--- src/trace_store_pkg.sv ---
package trace_store_pkg;

  // register byte offsets, one aligned 32-bit word each
  localparam logic [7:0] OFS_DEBUG_CTRL = 8'h00;
  localparam logic [7:0] OFS_MISC_FEATURE = 8'h04;
  localparam logic [7:0] OFS_IDENT_FEATURE = 8'h08;
  localparam logic [7:0] OFS_SAVE_PTR_LO = 8'h0c;
  localparam logic [7:0] OFS_SAVE_PTR_HI = 8'h10;
  localparam logic [7:0] OFS_LER_SRC_LO = 8'h14;
  localparam logic [7:0] OFS_LER_SRC_HI = 8'h18;
  localparam logic [7:0] OFS_LER_TGT_LO = 8'h1c;
  localparam logic [7:0] OFS_LER_TGT_HI = 8'h20;
  localparam logic [7:0] OFS_BUF_BASE_LO = 8'h24;
  localparam logic [7:0] OFS_BUF_BASE_HI = 8'h28;
  localparam logic [7:0] OFS_BUF_INDEX = 8'h2c;
  localparam logic [7:0] OFS_BUF_ABSMAX = 8'h30;
  localparam logic [7:0] OFS_BUF_THRESH = 8'h34;
  localparam logic [7:0] OFS_STACK_SEL = 8'h38;
  localparam logic [7:0] OFS_STACK_DATA = 8'h3c;
  localparam logic [7:0] OFS_STACK_TOP = 8'h40;

  // debug control field positions
  localparam int BIT_RECENT = 0;
  localparam int BIT_TRACE = 2;
  localparam int BIT_STORE = 3;
  localparam int BIT_FULLINT = 4;
  localparam logic [31:0] CTRL_WMASK = 32'h0000001d;
  localparam logic [31:0] STORE_BITS_MASK = 32'h00000018;

  // feature flag positions
  localparam int BIT_ABSENT = 11;
  localparam int BIT_SAVE_FEATURE = 21;

  // stack select field: word in [1:0], entry from bit 4 upward
  localparam int SEL_ENTRY_LSB = 4;

  // bytes taken by one record in the store buffer
  localparam logic [31:0] REC_BYTES = 32'h00000018;

  localparam logic [31:0] RST_WORD = 32'h00000000;
  localparam logic [63:0] RST_ADDR = 64'h0000000000000000;
  localparam logic [7:0] RST_SEL = 8'h00;

  typedef enum logic [1:0] {
    KIND_BRANCH = 2'h0,
    KIND_INTERRUPT = 2'h1,
    KIND_EXCEPTION = 2'h2
  } rec_kind_type;

  typedef enum logic [1:0] {
    ST_IDLE = 2'b01,
    ST_SECOND = 2'b10
  } seq_state_type;

endpackage

--- src/branch_trace_and_store_unit.sv ---
// Overview of operation
// - with trace enabled, every branch, interrupt or exception emits a branch message, except records dropped when the interrupting store is full
// - branch coinciding with interrupt/exception: branch message first, then the other
// - recent-branch stack keeps filling while messages are sent or stored
// - last-exception pair holds the last branch taken before an exception/interrupt
// - last-exception values are 64 bits; only low 32 kept outside extended mode
// - 64-bit sub-mode keeps full addresses; compatibility sub-mode clears upper 32
// - branch store writes records to a memory buffer, circular or interrupting
// - identification feature bit 21 reports that the save area mechanism exists
// - absent flag clear means store present; only then store bits are writable
// - trace message enable sits at debug control bit 2
// - store-full interrupt control at bit 4; clear means circular logging
// - store flag picks bus or buffer as destination, never both
// - store interrupt raised when buffer index reaches or passes the threshold
`timescale 1ns/10ps
module branch_trace_and_store_unit #(
  parameter bit STORE_PRESENT = 1'b1,
  parameter int STACK_DEPTH = 4
) (
  input wire logic clk_sys, // system clock, 40 MHz
  input wire logic rst, // synchronous reset, active high
  input wire logic ce, // clock enable, freezes all state when low
  input wire logic [7:0] reg_addr, // register byte address
  input wire logic [31:0] reg_wdata, // register write data
  input wire logic reg_wr, // register write strobe
  input wire logic reg_rd, // register read strobe
  output logic [31:0] reg_rdata, // read data, cycle after the strobe
  input wire logic mode_ext64, // extended 64-bit mode active
  input wire logic mode_sub64, // 64-bit sub-mode (else compatibility)
  input wire logic br_valid, // taken branch event
  input wire logic [63:0] br_from, // branch source address
  input wire logic [63:0] br_to, // branch target address
  input wire logic xc_valid, // interrupt or exception event
  input wire logic xc_is_int, // event is an interrupt
  input wire logic [63:0] xc_from, // interrupt/exception source address
  input wire logic [63:0] xc_to, // handler address
  output logic ev_ready, // events are taken this cycle
  output logic msg_valid, // branch message on the system bus
  output logic [63:0] rec_from, // record source address
  output logic [63:0] rec_to, // record target address
  output logic [1:0] rec_kind, // record kind
  output logic store_wr, // record written to the store buffer
  output logic [63:0] store_addr, // linear address of the record
  output logic store_irq // store buffer threshold interrupt, level
);

  localparam int PTR_W = (STACK_DEPTH > 1) ? $clog2(STACK_DEPTH) : 1;

  trace_store_pkg::seq_state_type state_q, state_d;
  logic [63:0] pend_from_q, pend_from_d, pend_to_q, pend_to_d;
  logic [1:0] pend_kind_q, pend_kind_d;
  logic [31:0] ctrl_q, ctrl_d;
  logic [63:0] save_ptr_q, save_ptr_d;
  logic [63:0] ler_src_q, ler_src_d, ler_tgt_q, ler_tgt_d;
  logic [63:0] last_from_q, last_from_d, last_to_q, last_to_d;
  logic [63:0] base_q, base_d;
  logic [31:0] index_q, index_d, absmax_q, absmax_d, thresh_q, thresh_d;
  logic [7:0] sel_q, sel_d;
  logic [PTR_W-1:0] top_q, top_d;
  logic msg_valid_q, msg_valid_d, store_wr_q, store_wr_d, irq_q, irq_d;
  logic [63:0] rec_from_q, rec_from_d, rec_to_q, rec_to_d, store_addr_q, store_addr_d;
  logic [1:0] rec_kind_q, rec_kind_d;
  logic [31:0] rdata_q, rdata_d;
  logic push;
  logic emit;
  logic [63:0] cur_from, cur_to;
  logic [1:0] cur_kind;
  logic [31:0] nidx;
  logic [31:0] rd_word;
  logic [31:0] stack_word;
  logic [127:0] stack_rdata;

  function automatic logic [63:0] fmt_addr(input logic [63:0] a, input logic ext,
                                           input logic sub64);
    fmt_addr = (ext && sub64) ? a : {32'h00000000, a[31:0]};
  endfunction

  // true when a record starting at idx ends at or below lim
  function automatic logic rec_fits(input logic [31:0] idx, input logic [31:0] lim);
    logic [32:0] sum;
    sum = {1'b0, idx} + {1'b0, trace_store_pkg::REC_BYTES};
    rec_fits = (sum <= {1'b0, lim});
  endfunction

  assign ev_ready = ce && (state_q == trace_store_pkg::ST_IDLE);

  recent_branch_stack_mem #(
    .DEPTH(STACK_DEPTH),
    .WIDTH(128),
    .PTR_W(PTR_W)
  ) u_stack (
    .clk_sys(clk_sys),
    .ce(ce),
    .we(push),
    .waddr(PTR_W'(top_q + 1'b1)),
    .wdata({cur_to, cur_from}),
    .raddr(sel_q[trace_store_pkg::SEL_ENTRY_LSB +: PTR_W]),
    .rdata_q(stack_rdata)
  );

  always_comb begin
    case (sel_q[1:0])
      2'h0: stack_word = stack_rdata[31:0];
      2'h1: stack_word = stack_rdata[63:32];
      2'h2: stack_word = stack_rdata[95:64];
      default: stack_word = stack_rdata[127:96];
    endcase
  end

  always_comb begin
    case (reg_addr)
      trace_store_pkg::OFS_DEBUG_CTRL: rd_word = ctrl_q;
      trace_store_pkg::OFS_MISC_FEATURE:
        rd_word = 32'(!STORE_PRESENT) << trace_store_pkg::BIT_ABSENT;
      trace_store_pkg::OFS_IDENT_FEATURE:
        rd_word = 32'(STORE_PRESENT) << trace_store_pkg::BIT_SAVE_FEATURE;
      trace_store_pkg::OFS_SAVE_PTR_LO: rd_word = save_ptr_q[31:0];
      trace_store_pkg::OFS_SAVE_PTR_HI: rd_word = save_ptr_q[63:32];
      trace_store_pkg::OFS_LER_SRC_LO: rd_word = ler_src_q[31:0];
      trace_store_pkg::OFS_LER_SRC_HI: rd_word = ler_src_q[63:32];
      trace_store_pkg::OFS_LER_TGT_LO: rd_word = ler_tgt_q[31:0];
      trace_store_pkg::OFS_LER_TGT_HI: rd_word = ler_tgt_q[63:32];
      trace_store_pkg::OFS_BUF_BASE_LO: rd_word = base_q[31:0];
      trace_store_pkg::OFS_BUF_BASE_HI: rd_word = base_q[63:32];
      trace_store_pkg::OFS_BUF_INDEX: rd_word = index_q;
      trace_store_pkg::OFS_BUF_ABSMAX: rd_word = absmax_q;
      trace_store_pkg::OFS_BUF_THRESH: rd_word = thresh_q;
      trace_store_pkg::OFS_STACK_SEL: rd_word = {24'h000000, sel_q};
      trace_store_pkg::OFS_STACK_DATA: rd_word = stack_word;
      trace_store_pkg::OFS_STACK_TOP: rd_word = 32'(top_q);
      default: rd_word = 32'h00000000;
    endcase
  end

  always_comb begin
    state_d = state_q;
    pend_from_d = pend_from_q;
    pend_to_d = pend_to_q;
    pend_kind_d = pend_kind_q;
    ctrl_d = ctrl_q;
    save_ptr_d = save_ptr_q;
    ler_src_d = ler_src_q;
    ler_tgt_d = ler_tgt_q;
    last_from_d = last_from_q;
    last_to_d = last_to_q;
    base_d = base_q;
    index_d = index_q;
    absmax_d = absmax_q;
    thresh_d = thresh_q;
    sel_d = sel_q;
    top_d = top_q;
    msg_valid_d = 1'b0;
    store_wr_d = 1'b0;
    rec_from_d = rec_from_q;
    rec_to_d = rec_to_q;
    rec_kind_d = rec_kind_q;
    store_addr_d = store_addr_q;
    push = 1'b0;
    emit = 1'b0;
    cur_from = fmt_addr(br_from, mode_ext64, mode_sub64);
    cur_to = fmt_addr(br_to, mode_ext64, mode_sub64);
    cur_kind = trace_store_pkg::KIND_BRANCH;
    nidx = index_q + trace_store_pkg::REC_BYTES;
    rdata_d = reg_rd ? rd_word : 32'h00000000;

    unique case (state_q)
      trace_store_pkg::ST_IDLE: begin
        if (br_valid) begin
          emit = 1'b1;
          if (xc_valid) begin
            pend_from_d = fmt_addr(xc_from, mode_ext64, mode_sub64);
            pend_to_d = fmt_addr(xc_to, mode_ext64, mode_sub64);
            pend_kind_d = xc_is_int ? trace_store_pkg::KIND_INTERRUPT :
                                      trace_store_pkg::KIND_EXCEPTION;
            state_d = trace_store_pkg::ST_SECOND;
          end
        end else if (xc_valid) begin
          emit = 1'b1;
          cur_from = fmt_addr(xc_from, mode_ext64, mode_sub64);
          cur_to = fmt_addr(xc_to, mode_ext64, mode_sub64);
          cur_kind = xc_is_int ? trace_store_pkg::KIND_INTERRUPT :
                                 trace_store_pkg::KIND_EXCEPTION;
        end
      end
      trace_store_pkg::ST_SECOND: begin
        emit = 1'b1;
        cur_from = pend_from_q;
        cur_to = pend_to_q;
        cur_kind = pend_kind_q;
        state_d = trace_store_pkg::ST_IDLE;
      end
    endcase

    if (emit) begin
      if (cur_kind == trace_store_pkg::KIND_BRANCH) begin
        last_from_d = cur_from;
        last_to_d = cur_to;
      end else begin
        // a coincident branch was latched one cycle earlier, so it is the last one
        ler_src_d = last_from_q;
        ler_tgt_d = last_to_q;
      end
      // trace alone keeps the stack moving; messages take the event itself, not the stack
      if (ctrl_q[trace_store_pkg::BIT_RECENT] || ctrl_q[trace_store_pkg::BIT_TRACE]) begin
        push = 1'b1;
        top_d = PTR_W'(top_q + 1'b1);
      end
      if (ctrl_q[trace_store_pkg::BIT_TRACE]) begin
        rec_from_d = cur_from;
        rec_to_d = cur_to;
        rec_kind_d = cur_kind;
        if (!ctrl_q[trace_store_pkg::BIT_STORE]) begin
          msg_valid_d = 1'b1;
        end else if (!ctrl_q[trace_store_pkg::BIT_FULLINT] || rec_fits(index_q, absmax_q)) begin
          // interrupt mode drops records that would pass the absolute maximum
          store_wr_d = 1'b1;
          store_addr_d = base_q + {32'h00000000, index_q};
          index_d = (!ctrl_q[trace_store_pkg::BIT_FULLINT] && !rec_fits(nidx, absmax_q)) ?
                    32'h00000000 : nidx;
        end
      end
    end

    // a software write to the index overrides the advance of the same cycle
    if (reg_wr) begin
      case (reg_addr)
        trace_store_pkg::OFS_DEBUG_CTRL:
          ctrl_d = reg_wdata & trace_store_pkg::CTRL_WMASK &
                   (STORE_PRESENT ? 32'hffffffff : ~trace_store_pkg::STORE_BITS_MASK);
        trace_store_pkg::OFS_SAVE_PTR_LO: save_ptr_d[31:0] = reg_wdata;
        trace_store_pkg::OFS_SAVE_PTR_HI: save_ptr_d[63:32] = reg_wdata;
        trace_store_pkg::OFS_BUF_BASE_LO: base_d[31:0] = reg_wdata;
        trace_store_pkg::OFS_BUF_BASE_HI: base_d[63:32] = reg_wdata;
        trace_store_pkg::OFS_BUF_INDEX: index_d = reg_wdata;
        trace_store_pkg::OFS_BUF_ABSMAX: absmax_d = reg_wdata;
        trace_store_pkg::OFS_BUF_THRESH: thresh_d = reg_wdata;
        trace_store_pkg::OFS_STACK_SEL: sel_d = reg_wdata[7:0];
        default: ;
      endcase
    end

    irq_d = ctrl_d[trace_store_pkg::BIT_TRACE] && ctrl_d[trace_store_pkg::BIT_STORE] &&
            ctrl_d[trace_store_pkg::BIT_FULLINT] && (index_d >= thresh_d);
  end

  always_ff @(posedge clk_sys) begin
    if (rst) begin
      state_q <= trace_store_pkg::ST_IDLE;
      pend_from_q <= trace_store_pkg::RST_ADDR;
      pend_to_q <= trace_store_pkg::RST_ADDR;
      pend_kind_q <= trace_store_pkg::KIND_BRANCH;
      ctrl_q <= trace_store_pkg::RST_WORD;
      save_ptr_q <= trace_store_pkg::RST_ADDR;
      ler_src_q <= trace_store_pkg::RST_ADDR;
      ler_tgt_q <= trace_store_pkg::RST_ADDR;
      last_from_q <= trace_store_pkg::RST_ADDR;
      last_to_q <= trace_store_pkg::RST_ADDR;
      base_q <= trace_store_pkg::RST_ADDR;
      index_q <= trace_store_pkg::RST_WORD;
      absmax_q <= trace_store_pkg::RST_WORD;
      thresh_q <= trace_store_pkg::RST_WORD;
      sel_q <= trace_store_pkg::RST_SEL;
      top_q <= '0;
      msg_valid_q <= 1'b0;
      store_wr_q <= 1'b0;
      irq_q <= 1'b0;
      rec_from_q <= trace_store_pkg::RST_ADDR;
      rec_to_q <= trace_store_pkg::RST_ADDR;
      rec_kind_q <= trace_store_pkg::KIND_BRANCH;
      store_addr_q <= trace_store_pkg::RST_ADDR;
      rdata_q <= trace_store_pkg::RST_WORD;
    end else if (ce) begin
      state_q <= state_d;
      pend_from_q <= pend_from_d;
      pend_to_q <= pend_to_d;
      pend_kind_q <= pend_kind_d;
      ctrl_q <= ctrl_d;
      save_ptr_q <= save_ptr_d;
      ler_src_q <= ler_src_d;
      ler_tgt_q <= ler_tgt_d;
      last_from_q <= last_from_d;
      last_to_q <= last_to_d;
      base_q <= base_d;
      index_q <= index_d;
      absmax_q <= absmax_d;
      thresh_q <= thresh_d;
      sel_q <= sel_d;
      top_q <= top_d;
      msg_valid_q <= msg_valid_d;
      store_wr_q <= store_wr_d;
      irq_q <= irq_d;
      rec_from_q <= rec_from_d;
      rec_to_q <= rec_to_d;
      rec_kind_q <= rec_kind_d;
      store_addr_q <= store_addr_d;
      rdata_q <= rdata_d;
    end
  end

  assign reg_rdata = rdata_q;
  assign msg_valid = msg_valid_q;
  assign store_wr = store_wr_q;
  assign store_irq = irq_q;
  assign rec_from = rec_from_q;
  assign rec_to = rec_to_q;
  assign rec_kind = rec_kind_q;
  assign store_addr = store_addr_q;

  property p_msg_on_branch;
    @(posedge clk_sys) disable iff (rst)
    (ev_ready && br_valid && ctrl_q[trace_store_pkg::BIT_TRACE] &&
     !ctrl_q[trace_store_pkg::BIT_STORE]) |=> msg_valid && rec_kind == 2'h0;
  endproperty
  a_msg_on_branch: assert property (p_msg_on_branch) else $error("branch gave no message");

  property p_pair_order;
    @(posedge clk_sys) disable iff (rst)
    (ev_ready && br_valid && xc_valid && ctrl_q[trace_store_pkg::BIT_TRACE] &&
     !ctrl_q[trace_store_pkg::BIT_STORE]) ##1 ce |=> msg_valid && rec_kind != 2'h0;
  endproperty
  a_pair_order: assert property (p_pair_order) else $error("second pair message missing");

  property p_stack_push;
    @(posedge clk_sys) disable iff (rst)
    (ev_ready && br_valid && ctrl_q[trace_store_pkg::BIT_TRACE]) |=>
      top_q == PTR_W'($past(top_q) + 1'b1);
  endproperty
  a_stack_push: assert property (p_stack_push) else $error("stack did not advance");

  property p_ler_capture;
    @(posedge clk_sys) disable iff (rst)
    (ce && state_q == trace_store_pkg::ST_SECOND) |=>
      ler_src_q == $past(last_from_q) && ler_tgt_q == $past(last_to_q);
  endproperty
  a_ler_capture: assert property (p_ler_capture) else $error("last exception not captured");

  property p_low_half_only;
    @(posedge clk_sys) disable iff (rst)
    (ev_ready && br_valid && !mode_ext64) |=> last_from_q[63:32] == 32'h00000000;
  endproperty
  a_low_half_only: assert property (p_low_half_only) else $error("upper half kept");

  property p_full_in_sub64;
    @(posedge clk_sys) disable iff (rst)
    (ev_ready && br_valid && mode_ext64 && mode_sub64) |=> last_to_q == $past(br_to);
  endproperty
  a_full_in_sub64: assert property (p_full_in_sub64) else $error("64-bit address cut");

  property p_feature_bit;
    @(posedge clk_sys) disable iff (rst)
    (ce && reg_rd && reg_addr == trace_store_pkg::OFS_IDENT_FEATURE) |=>
      reg_rdata[21] == STORE_PRESENT;
  endproperty
  a_feature_bit: assert property (p_feature_bit) else $error("feature bit wrong");

  property p_store_locked;
    @(posedge clk_sys) disable iff (rst)
    STORE_PRESENT || (ctrl_q & trace_store_pkg::STORE_BITS_MASK) == 32'h00000000;
  endproperty
  a_store_locked: assert property (p_store_locked) else $error("store bits set while absent");

  property p_one_destination;
    @(posedge clk_sys) disable iff (rst)
    !(msg_valid && store_wr);
  endproperty
  a_one_destination: assert property (p_one_destination) else $error("both destinations");

  property p_irq_cause;
    @(posedge clk_sys) disable iff (rst)
    store_irq |-> index_q >= thresh_q && ctrl_q[trace_store_pkg::BIT_FULLINT];
  endproperty
  a_irq_cause: assert property (p_irq_cause) else $error("interrupt without threshold");

endmodule // branch_trace_and_store_unit

--- src/recent_branch_stack_mem.sv ---
`timescale 1ns/10ps
module recent_branch_stack_mem #(
  parameter int DEPTH = 4,
  parameter int WIDTH = 128,
  parameter int PTR_W = 2
) (
  input wire logic clk_sys, // system clock
  input wire logic ce, // clock enable
  input wire logic we, // write entry
  input wire logic [PTR_W-1:0] waddr, // write entry index
  input wire logic [WIDTH-1:0] wdata, // record written
  input wire logic [PTR_W-1:0] raddr, // read entry index
  output logic [WIDTH-1:0] rdata_q // registered read data
);

  logic [WIDTH-1:0] mem_q [DEPTH];

  // contents need no reset: software only reads entries that were pushed
  always_ff @(posedge clk_sys) begin
    if (ce) begin
      if (we) begin
        mem_q[waddr] <= wdata;
      end
      rdata_q <= mem_q[raddr];
    end
  end

endmodule // recent_branch_stack_mem

--- config.mk ---
export PLATFORM = sky130hd
export DESIGN_NAME = branch_trace_and_store_unit
export DESIGN_NICKNAME = d
export VERILOG_FILES = /design/src/trace_store_pkg.sv /design/src/branch_trace_and_store_unit.sv /design/src/recent_branch_stack_mem.sv
export SDC_FILE = /design/constraint.sdc
export NUM_CORES = 2
export LEC_CHECK = 0
export ABC_CLOCK_PERIOD_IN_PS = 15600
export BUFFER_PORTS_ARGS = -buffer_cell sky130_fd_sc_hd__buf_2
export CAP_MARGIN = 20
export CORE_MARGIN = 4
export CORE_UTILIZATION = 55
export CTS_CLUSTER_SIZE = 16
export DETAILED_ROUTE_END_ITERATION = 8
export PLACE_DENSITY = 0.73
export REMOVE_ABC_BUFFERS = 1
export SLEW_MARGIN = 20
export SYNTH_ARGS = -nofsm -noshare
export SYNTH_HDL_FRONTEND = slang
export SYNTH_HIERARCHICAL = 1
export SYNTH_SLANG_ARGS = --single-unit
--- constraint.sdc ---
create_clock -name clk_sys -period 15.6 [get_ports clk_sys]
set_clock_uncertainty 0.1 [all_clocks]
set_input_delay 0.78 -clock clk_sys [delete_from_list [all_inputs] [get_ports clk_sys]]
set_output_delay 0.78 -clock clk_sys [all_outputs]
set_load 0.02 [all_outputs]
# ---- Yosys cells after proc, flatten, opt, wreduce, memory -nomap -nowiden
# Memories as Yosys holds them, arrays and structs flattened. A register that Yosys moved wholly into a read port is not among the register bits.
# Cells that the tools add are included.
dict set report totals {
  latch_bits 0
  memories 1
  wordCells 131
  mem_bits_ro 0
  reg_bits 855
  ram_bits 512
  out_inout_bits 230
  inputBits 306
}
dict set report op_classes {
  n_reduce_logical 27
  shift 0
  add_sub_neg 5
  div 0
  muxes 46
  eq_ne 21
  bitwise 1
  n_mul 0
  magnitude_cmp 3
}
# memory words word_bits rd rd_clocked_by_memory_dff wr line
set mem_list {}
lappend mem_list {u_stack.mem_q 4 128 1 1 1 recent_branch_stack_mem.sv:16} ;# logic [WIDTH-1:0] mem_q [DEPTH];
# operator n
set op_table {}
lappend op_table {{64-bit 2-to-1 mux} 8}
lappend op_table {{32-bit one-hot mux with 16 select lines} 1}
lappend op_table {{32-bit 2-to-1 mux} 10}
lappend op_table {{64-bit one-hot mux with 2 select lines} 2}
lappend op_table {{32-bit one-hot mux with 3 select lines} 1}
lappend op_table {{32-bit by 5-bit adder with 33-bit output, second input constant} 2}
lappend op_table {{33-bit by 32-bit <= comparator with 1-bit output} 2}
lappend op_table {{64-bit by 32-bit adder with 64-bit output} 1}
lappend op_table {{8-bit by 6-bit == test with 1-bit output, second input constant} 8}
lappend op_table {{3-bit AND reduction} 12}
lappend op_table {{32-bit by 5-bit adder with 32-bit output, second input constant} 1}
lappend op_table {{8-bit by 5-bit == test with 1-bit output, second input constant} 4}
lappend op_table {{32-bit >= comparator} 1}
lappend op_table {{8-bit by 4-bit == test with 1-bit output, second input constant} 2}
lappend op_table {{1-bit 2-to-1 mux} 14}
lappend op_table {{2-bit 2-to-1 mux} 5}
lappend op_table {{5-bit 2-to-1 mux} 2}
lappend op_table {{8-bit by 7-bit == test with 1-bit output, second input constant} 1}
lappend op_table {{8-bit zero test} 1}
lappend op_table {{2-bit one-hot mux with 2 select lines} 2}
lappend op_table {{1-bit logical AND} 6}
lappend op_table {{5-bit AND reduction} 1}
lappend op_table {{2-bit by 1-bit == test with 1-bit output, second input constant} 2}
lappend op_table {{2-bit == test, second input constant} 2}
lappend op_table {{other kinds (8)} 12}

# ---- Longest topological paths before layout
dict set report depth {
  ltp_word 14
  depth_mapped 35
  mapped_depth_nobuf 31
}

# ---- Hierarchy
# The synthesis kept the hierarchy.
# mod cells_each seq_area_each_um2 n_inst area_each_um2
set by_module_without_submodules {}
lappend by_module_without_submodules {branch_trace_and_store_unit 5420 17116.4 1 42313.1}
lappend by_module_without_submodules {recent_branch_stack_mem 800 19218.4 1 22454.0}

# ---- Least setup slack after synthesis
# Ideal clock, no wire load.
dict set report synth_path {
  kind {input port to flip-flop}
  startpoint {in xc_valid}
  endpoint {mem u_stack.mem_q[0][0] (enable)}
  n_path_buf 0
  t_required_ns 14.568
  setup_ns 0.932
  setup_slack_ns 1.238
  t_arrival_ns 13.331
  path_stages 3
  cell_sequence {or3_1 > o21a_1 > nor4bb_1}
}
dict set report synth_between {
  elab_chain_len 7
}
# item line
set synth_rtl {}
lappend synth_rtl {{from (decl)} branch_trace_and_store_unit.sv:33} ;# input wire logic xc_valid,
lappend synth_rtl {{1-bit 2-to-1 mux} branch_trace_and_store_unit.sv:177} ;# end else if (xc_valid) begin
lappend synth_rtl {{1-bit 2-to-1 mux} branch_trace_and_store_unit.sv:168} ;# if (br_valid) begin
lappend synth_rtl {{1-bit one-hot mux with 2 select lines} branch_trace_and_store_unit.sv:166} ;# unique case (state_q)
lappend synth_rtl {{1-bit 2-to-1 mux} branch_trace_and_store_unit.sv:194} ;# if (emit) begin
lappend synth_rtl {{via push} branch_trace_and_store_unit.sv:64} ;# logic push;
lappend synth_rtl {{1-bit 2-to-1 mux} recent_branch_stack_mem.sv:21} ;# if (we) begin
lappend synth_rtl {{1-bit 2-to-1 mux} recent_branch_stack_mem.sv:20} ;# if (ce) begin
lappend synth_rtl {{1-bit 2-to-1 mux (not written as such)} recent_branch_stack_mem.sv:22} ;# mem_q[waddr] <= wdata;
lappend synth_rtl {{to (decl)} recent_branch_stack_mem.sv:16}
# The timed path passes the listed nets, and every way through them passes these cells.

# ---- Worst setup path after layout
dict set report layout_path {
  startpoint {reg index_q[3]}
  endpoint {reg irq_q (netlist: store_irq)}
}
dict set report layout_between {
  elab_chain_len 14
  word_cells_on_any_way 17
  classes_between {3 x add/sub; 3 x order compare; 7 x mux; 4 x reduce/logical}
}
# item line
set layout_rtl {}
lappend layout_rtl {{from (decl)} branch_trace_and_store_unit.sv:57} ;# logic [31:0] index_q, index_d, absmax_q, absmax_d, thresh_q, thresh_d;
lappend layout_rtl {{from (signal assigned)} branch_trace_and_store_unit.sv:259} ;# index_q <= trace_store_pkg::RST_WORD;
lappend layout_rtl {{from (signal assigned)} branch_trace_and_store_unit.sv:284} ;# index_q <= index_d;
lappend layout_rtl {{32-bit by 5-bit adder with 32-bit output} branch_trace_and_store_unit.sv:163} ;# nidx = index_q + trace_store_pkg::REC_BYTES;
lappend layout_rtl {{32-bit by 5-bit adder with 33-bit output} branch_trace_and_store_unit.sv:81} ;# sum = {1'b0, idx} + {1'b0, trace_store_pkg::REC_BYTES};
lappend layout_rtl {{33-bit by 32-bit <= comparator with 1-bit output} branch_trace_and_store_unit.sv:82} ;# rec_fits = (sum <= {1'b0, lim});
lappend layout_rtl {{1-bit zero test} branch_trace_and_store_unit.sv:218} ;# index_d = (!ctrl_q[trace_store_pkg::BIT_FULLINT] && !rec_fits(nidx, absmax_q)) ?
lappend layout_rtl {{1-bit logical AND} branch_trace_and_store_unit.sv:218}
lappend layout_rtl {{32-bit 2-to-1 mux} branch_trace_and_store_unit.sv:218}
lappend layout_rtl {{32-bit 2-to-1 mux} branch_trace_and_store_unit.sv:214} ;# end else if (!ctrl_q[trace_store_pkg::BIT_FULLINT] || rec_fits(index_q, absmax_q)) begin
lappend layout_rtl {{32-bit 2-to-1 mux} branch_trace_and_store_unit.sv:212} ;# if (!ctrl_q[trace_store_pkg::BIT_STORE]) begin
lappend layout_rtl {{32-bit 2-to-1 mux} branch_trace_and_store_unit.sv:208} ;# if (ctrl_q[trace_store_pkg::BIT_TRACE]) begin
lappend layout_rtl {{32-bit 2-to-1 mux *} branch_trace_and_store_unit.sv:194}
lappend layout_rtl {{32-bit 2-to-1 mux} branch_trace_and_store_unit.sv:226} ;# case (reg_addr)
lappend layout_rtl {{32-bit 2-to-1 mux *} branch_trace_and_store_unit.sv:225} ;# if (reg_wr) begin
lappend layout_rtl {{32-bit >= comparator *} branch_trace_and_store_unit.sv:243} ;# ctrl_d[trace_store_pkg::BIT_FULLINT] && (index_d >= thresh_d);
lappend layout_rtl {{1-bit logical AND *} branch_trace_and_store_unit.sv:243}
lappend layout_rtl {{to (signal assigned)} branch_trace_and_store_unit.sv:291} ;# irq_q <= irq_d;
lappend layout_rtl {{to (decl)} branch_trace_and_store_unit.sv:60} ;# logic msg_valid_q, msg_valid_d, store_wr_q, store_wr_d, irq_q, irq_d;
# Every way passes the cells marked *; elsewhere a longest branch is shown, timed or not.
# A chain may end at the register's enable or synchronous reset.

==> qor.csv <==
stage;metric;value;unit
status;status;completed;
floorplanning;Initial Utilization;55.6;%
floorplanning;Site Rows;125;
grt;initial antenna violation count;23;
drt;drt initial violations;5640;
clock_network;Sink Count;1495;
layout;Top reg by flops;u_stack/mem_q;
power;PD cells;111;nW/µm²
clock_network;CTS Hold Buffers Added;0;
grt;number of global-route vias before repair;48500;
setup_path;Reg2Reg Setup Slack;5.97;ns
setup_path;RR Endpoint;store_irq$_SDFFE_PP0P_;
placement;Inst Count DP;7883;
layout;post-layout net count;6951;
clock_network;post-cts sizing count;0;
power;Pleak;0.0268;µW
synthesis;Synth Cell Area;64800;µm²
placement;dpl ws;6.16;ns
layout;max reg flops;512;
setup_path;CP Data Arrival Time;10.15;ns
grt;Total GRT Usage;32.6;%
floorplanning;core area;117000;µm²
sta;RSZ-0062 raised after global routing;false;
synthesis;Post-synth top cells;1248 x nand2_1, 855 x dfxtp_1, 776 x a21oi_1;
sta;Hold Fails Final Rpt;0;
setup_path;RR Startpoint;index_q[3]$_SDFFE_PP0P_;
synthesis;count leader, synth;nand2_1;
hold_path;hold crit path type;in -> reg;
setup_path;critical path type;reg -> reg;
synthesis;synthesized flop and latch total;1495;
synthesis;Synthesis Warnings;6;
synthesis;Post-synth EDFFs;640;
sta;Final min period;9.63;ns
flow_run;number of max-cap violations;0;
setup_path;CP delay by family, top;compound AO/OA/AOI/OAI gates;
layout;biggest regs;u_stack/mem_q (512), u_stack/rdata_q (128);
drt;vias post-DR;50600;
sta;final setup margin;5.97;ns
drt;length of the first detailed-routing pass in iterations;8;
sta;worst slew pin tran;1.19;ns
setup_path;CP Max Fanout;12;
placement;RePlAce Congestion;0.992;
floorplanning;overall die height;351;µm
floorplanning;I/O pin total;536;
power;Pwr Total;8160;µW
setup_path;slowest cell on the critical path;nor4_1;
clock_network;clock slew at reported path FFs;0.06;ns
drt;Antenna Nets Post-Route;0;
synthesis;post-synth top area cell;edfxtp_1;
synthesis;Yosys top cell area share;29.7;%
synthesis;Avg Inst Size Synth;10.4;µm²
setup_path;slowest cell delay on critical path;0.90;ns
setup_path;Worst setup SP type;register;
drt;Routed WL;206;mm
synthesis;leading register cell type out of synthesis;dfxtp_1;
placement;HPWL after detailed placement;139;mm
power;worst vdd ir;0.101;mV
sta;achievable frequency;0.104;GHz
drt;mean routed wirelength per cell;25.2;µm
layout;area of the multi-input gates;26000;µm²
synthesis;Cells after Synth;6220;
clock_network;clk buf depth;3;
synthesis;synth top area cells;edfxtp_1 30%, dfxtp_1 26%, nand2_1 7.2%, a21oi_1 6.0%, mux4_2 5.6%;
floorplanning;die area;123000;µm²
sta;Slew HR;20.2;%
synthesis;Unique masters post-synth;91;
sta;Final Max Tran Viols;0;
grt;grt ovf;0;
setup_path;Worst setup EP type;register;
layout;synthesis-to-finish area growth;13.1;%
drt;DRC viols;0;
setup_path;CP Depth;29;
drt;Via density;6.18;
setup_path;R2R depth;29;
setup_path;worst setup path startpoint;index_q[3]$_SDFFE_PP0P_;
layout;Post-Layout Cell Count;8183;
clock_network;root buffer cell;clkbuf_16;
sta;Final setup viols;0;
clock_network;postcts setup bufs;0;
layout;total area of sequential cells;36300;µm²
grt;first-pass GRT wire length;304;mm
clock_network;CTS Buf Count;153;
sta;Tcrit/Tclk final;61.7;%
layout;FILL cells;9293;
placement;PortBufs;535;
clock_network;CTS tree;done;
setup_path;cell mode on critical path;a21o_1;
setup_path;Setup crit end;store_irq$_SDFFE_PP0P_;
synthesis;register area share after synthesis;56.1;%
setup_path;WP data required;16.12;ns
clock_network;worst-skew pair later-pin latency;0.77;ns
floorplanning;Die Span X;351;µm
layout;layout cells sized above 1;16.4;%
grt;pin count of the biggest net entering global routing;101;
synthesis;asr flop ratio synth;0;%
setup_path;worst path bufs/invs;1;
clock_network;number of H-tree levels;4;
==> final cells by class <==
| cell class | count | share of cell area (%) |
|---|---|---|
| flip-flops and latches | 1495 | 49.6 |
| multi-input cells | 4094 | 35.5 |
| clock buffers | 228 | 6.02 |
| repair buffers | 628 | 4.63 |
| well taps | 1524 | 2.60 |
| clock inverters | 55 | 0.789 |
| inverters | 143 | 0.733 |
| diodes | 16 | 0.0547 |
==> placed cells by master, fill, tap and decap left out, types with 25 or more instances in the layout <==
master        n
nor2_1      379
nand4_1      25
inv_1       142
nand2_1    1239
a22o_1       42
a222oi_1     44
a21o_1       40
ha_1        129
xnor2_1      42
buf_4        92
a211oi_1    190
a221oi_1     63
o21ai_0     183
a31oi_1      35
clkbuf_1     50
clkbuf_16   158
nor3_1       31
xor2_1       57
a21oi_1     775
dfxtp_1     851
edfxtp_1    640
mux4_2      160
and3_1       28
buf_2       534
nand3_1     103
mux2i_1     208
==> through the flow <==
stage | instance area [µm²] | hold WS [ns] | util, % | setup TNS (ns)
detailed placement | 68200 | 0.342 | 58.5 | 0
global placement | 68200 | 0.336 | 58.5 | 0
floorplan | 62700 | 0.326 | - | -582.45
global route | 73200 | 0.142 | 62.8 | 0
CTS | 73200 | 0.119 | 62.8 | 0
finish | 73200 | 0.162 | 62.8 | 0
==> cell families (layout without fill, tap and decap cells) <==
| family | count (synthesis) | count (layout) | share of synthesized area [%] |
|---|---|---|---|
| flip-flops | 1495 | 1495 | 56.1 |
| other | 0 | 16 | 0 |
| adder cells (fa/ha/maj) | 130 | 130 | 2.52 |
| AO/OA/AOI/OAI | 1515 | 1515 | 14.4 |
| AND/OR/NAND/NOR | 1979 | 1979 | 12.7 |
| XOR/XNOR | 101 | 101 | 1.39 |
| buffers and inverters | 631 | 1054 | 4.06 |
| multiplexers | 369 | 369 | 8.80 |
==> report_power, final <==
group	leakage, µW	internal, µW	switching [µW]	total [µW]
Combinational	0.0115	105	262	367
Sequential	0.0129	4130	26.9	4160
Clock	0.00243	2120	1510	3640
==> worst min path at each step <==
stage | slack (ns) | depth (start not counted) | from | end
2_1_floorplan | 0.33 | 2 | last_from_q[0]$_SDFFE_PP0P_ | ler_src_q[0]$_SDFFE_PP0P_
3_5_place_dp | 0.34 | 2 | store_addr[53]$_SDFFE_PP0P_ | store_addr[53]$_SDFFE_PP0P_
3_3_place_gp | 0.34 | 2 | last_from_q[27]$_SDFFE_PP0P_ | ler_src_q[27]$_SDFFE_PP0P_
5_1_grt | 0.14 | 3 | xc_from[0] | pend_from_q[0]$_SDFFE_PP0P_
6_report | 0.16 | 3 | xc_from[22] | pend_from_q[22]$_SDFFE_PP0P_
4_1_cts | 0.12 | 3 | xc_from[22] | pend_from_q[22]$_SDFFE_PP0P_
==> worst reg2reg max path: cells and delay by family, from the launching register on <==
kind                     cells  cell delay (ns)
adder cells (fa/ha/maj)      3             0.94
AND/OR/NAND/NOR              9             3.31
flip-flops                   1             0.59
XOR/XNOR                     2             0.83
buffers and inverters        1             0.14
AO/OA/AOI/OAI               14             3.59
==> per-layer routing <==
metal,up-vias,track usage (%),routed length (µm)
met4,16,12.4,8150
met2,2460,51.9,95400
met5,-,0,111
met1,24700,44.4,84100
met3,441,6.54,18700
li1,23000,-,-
Note: power is estimated with default switching activity, not from simulation.
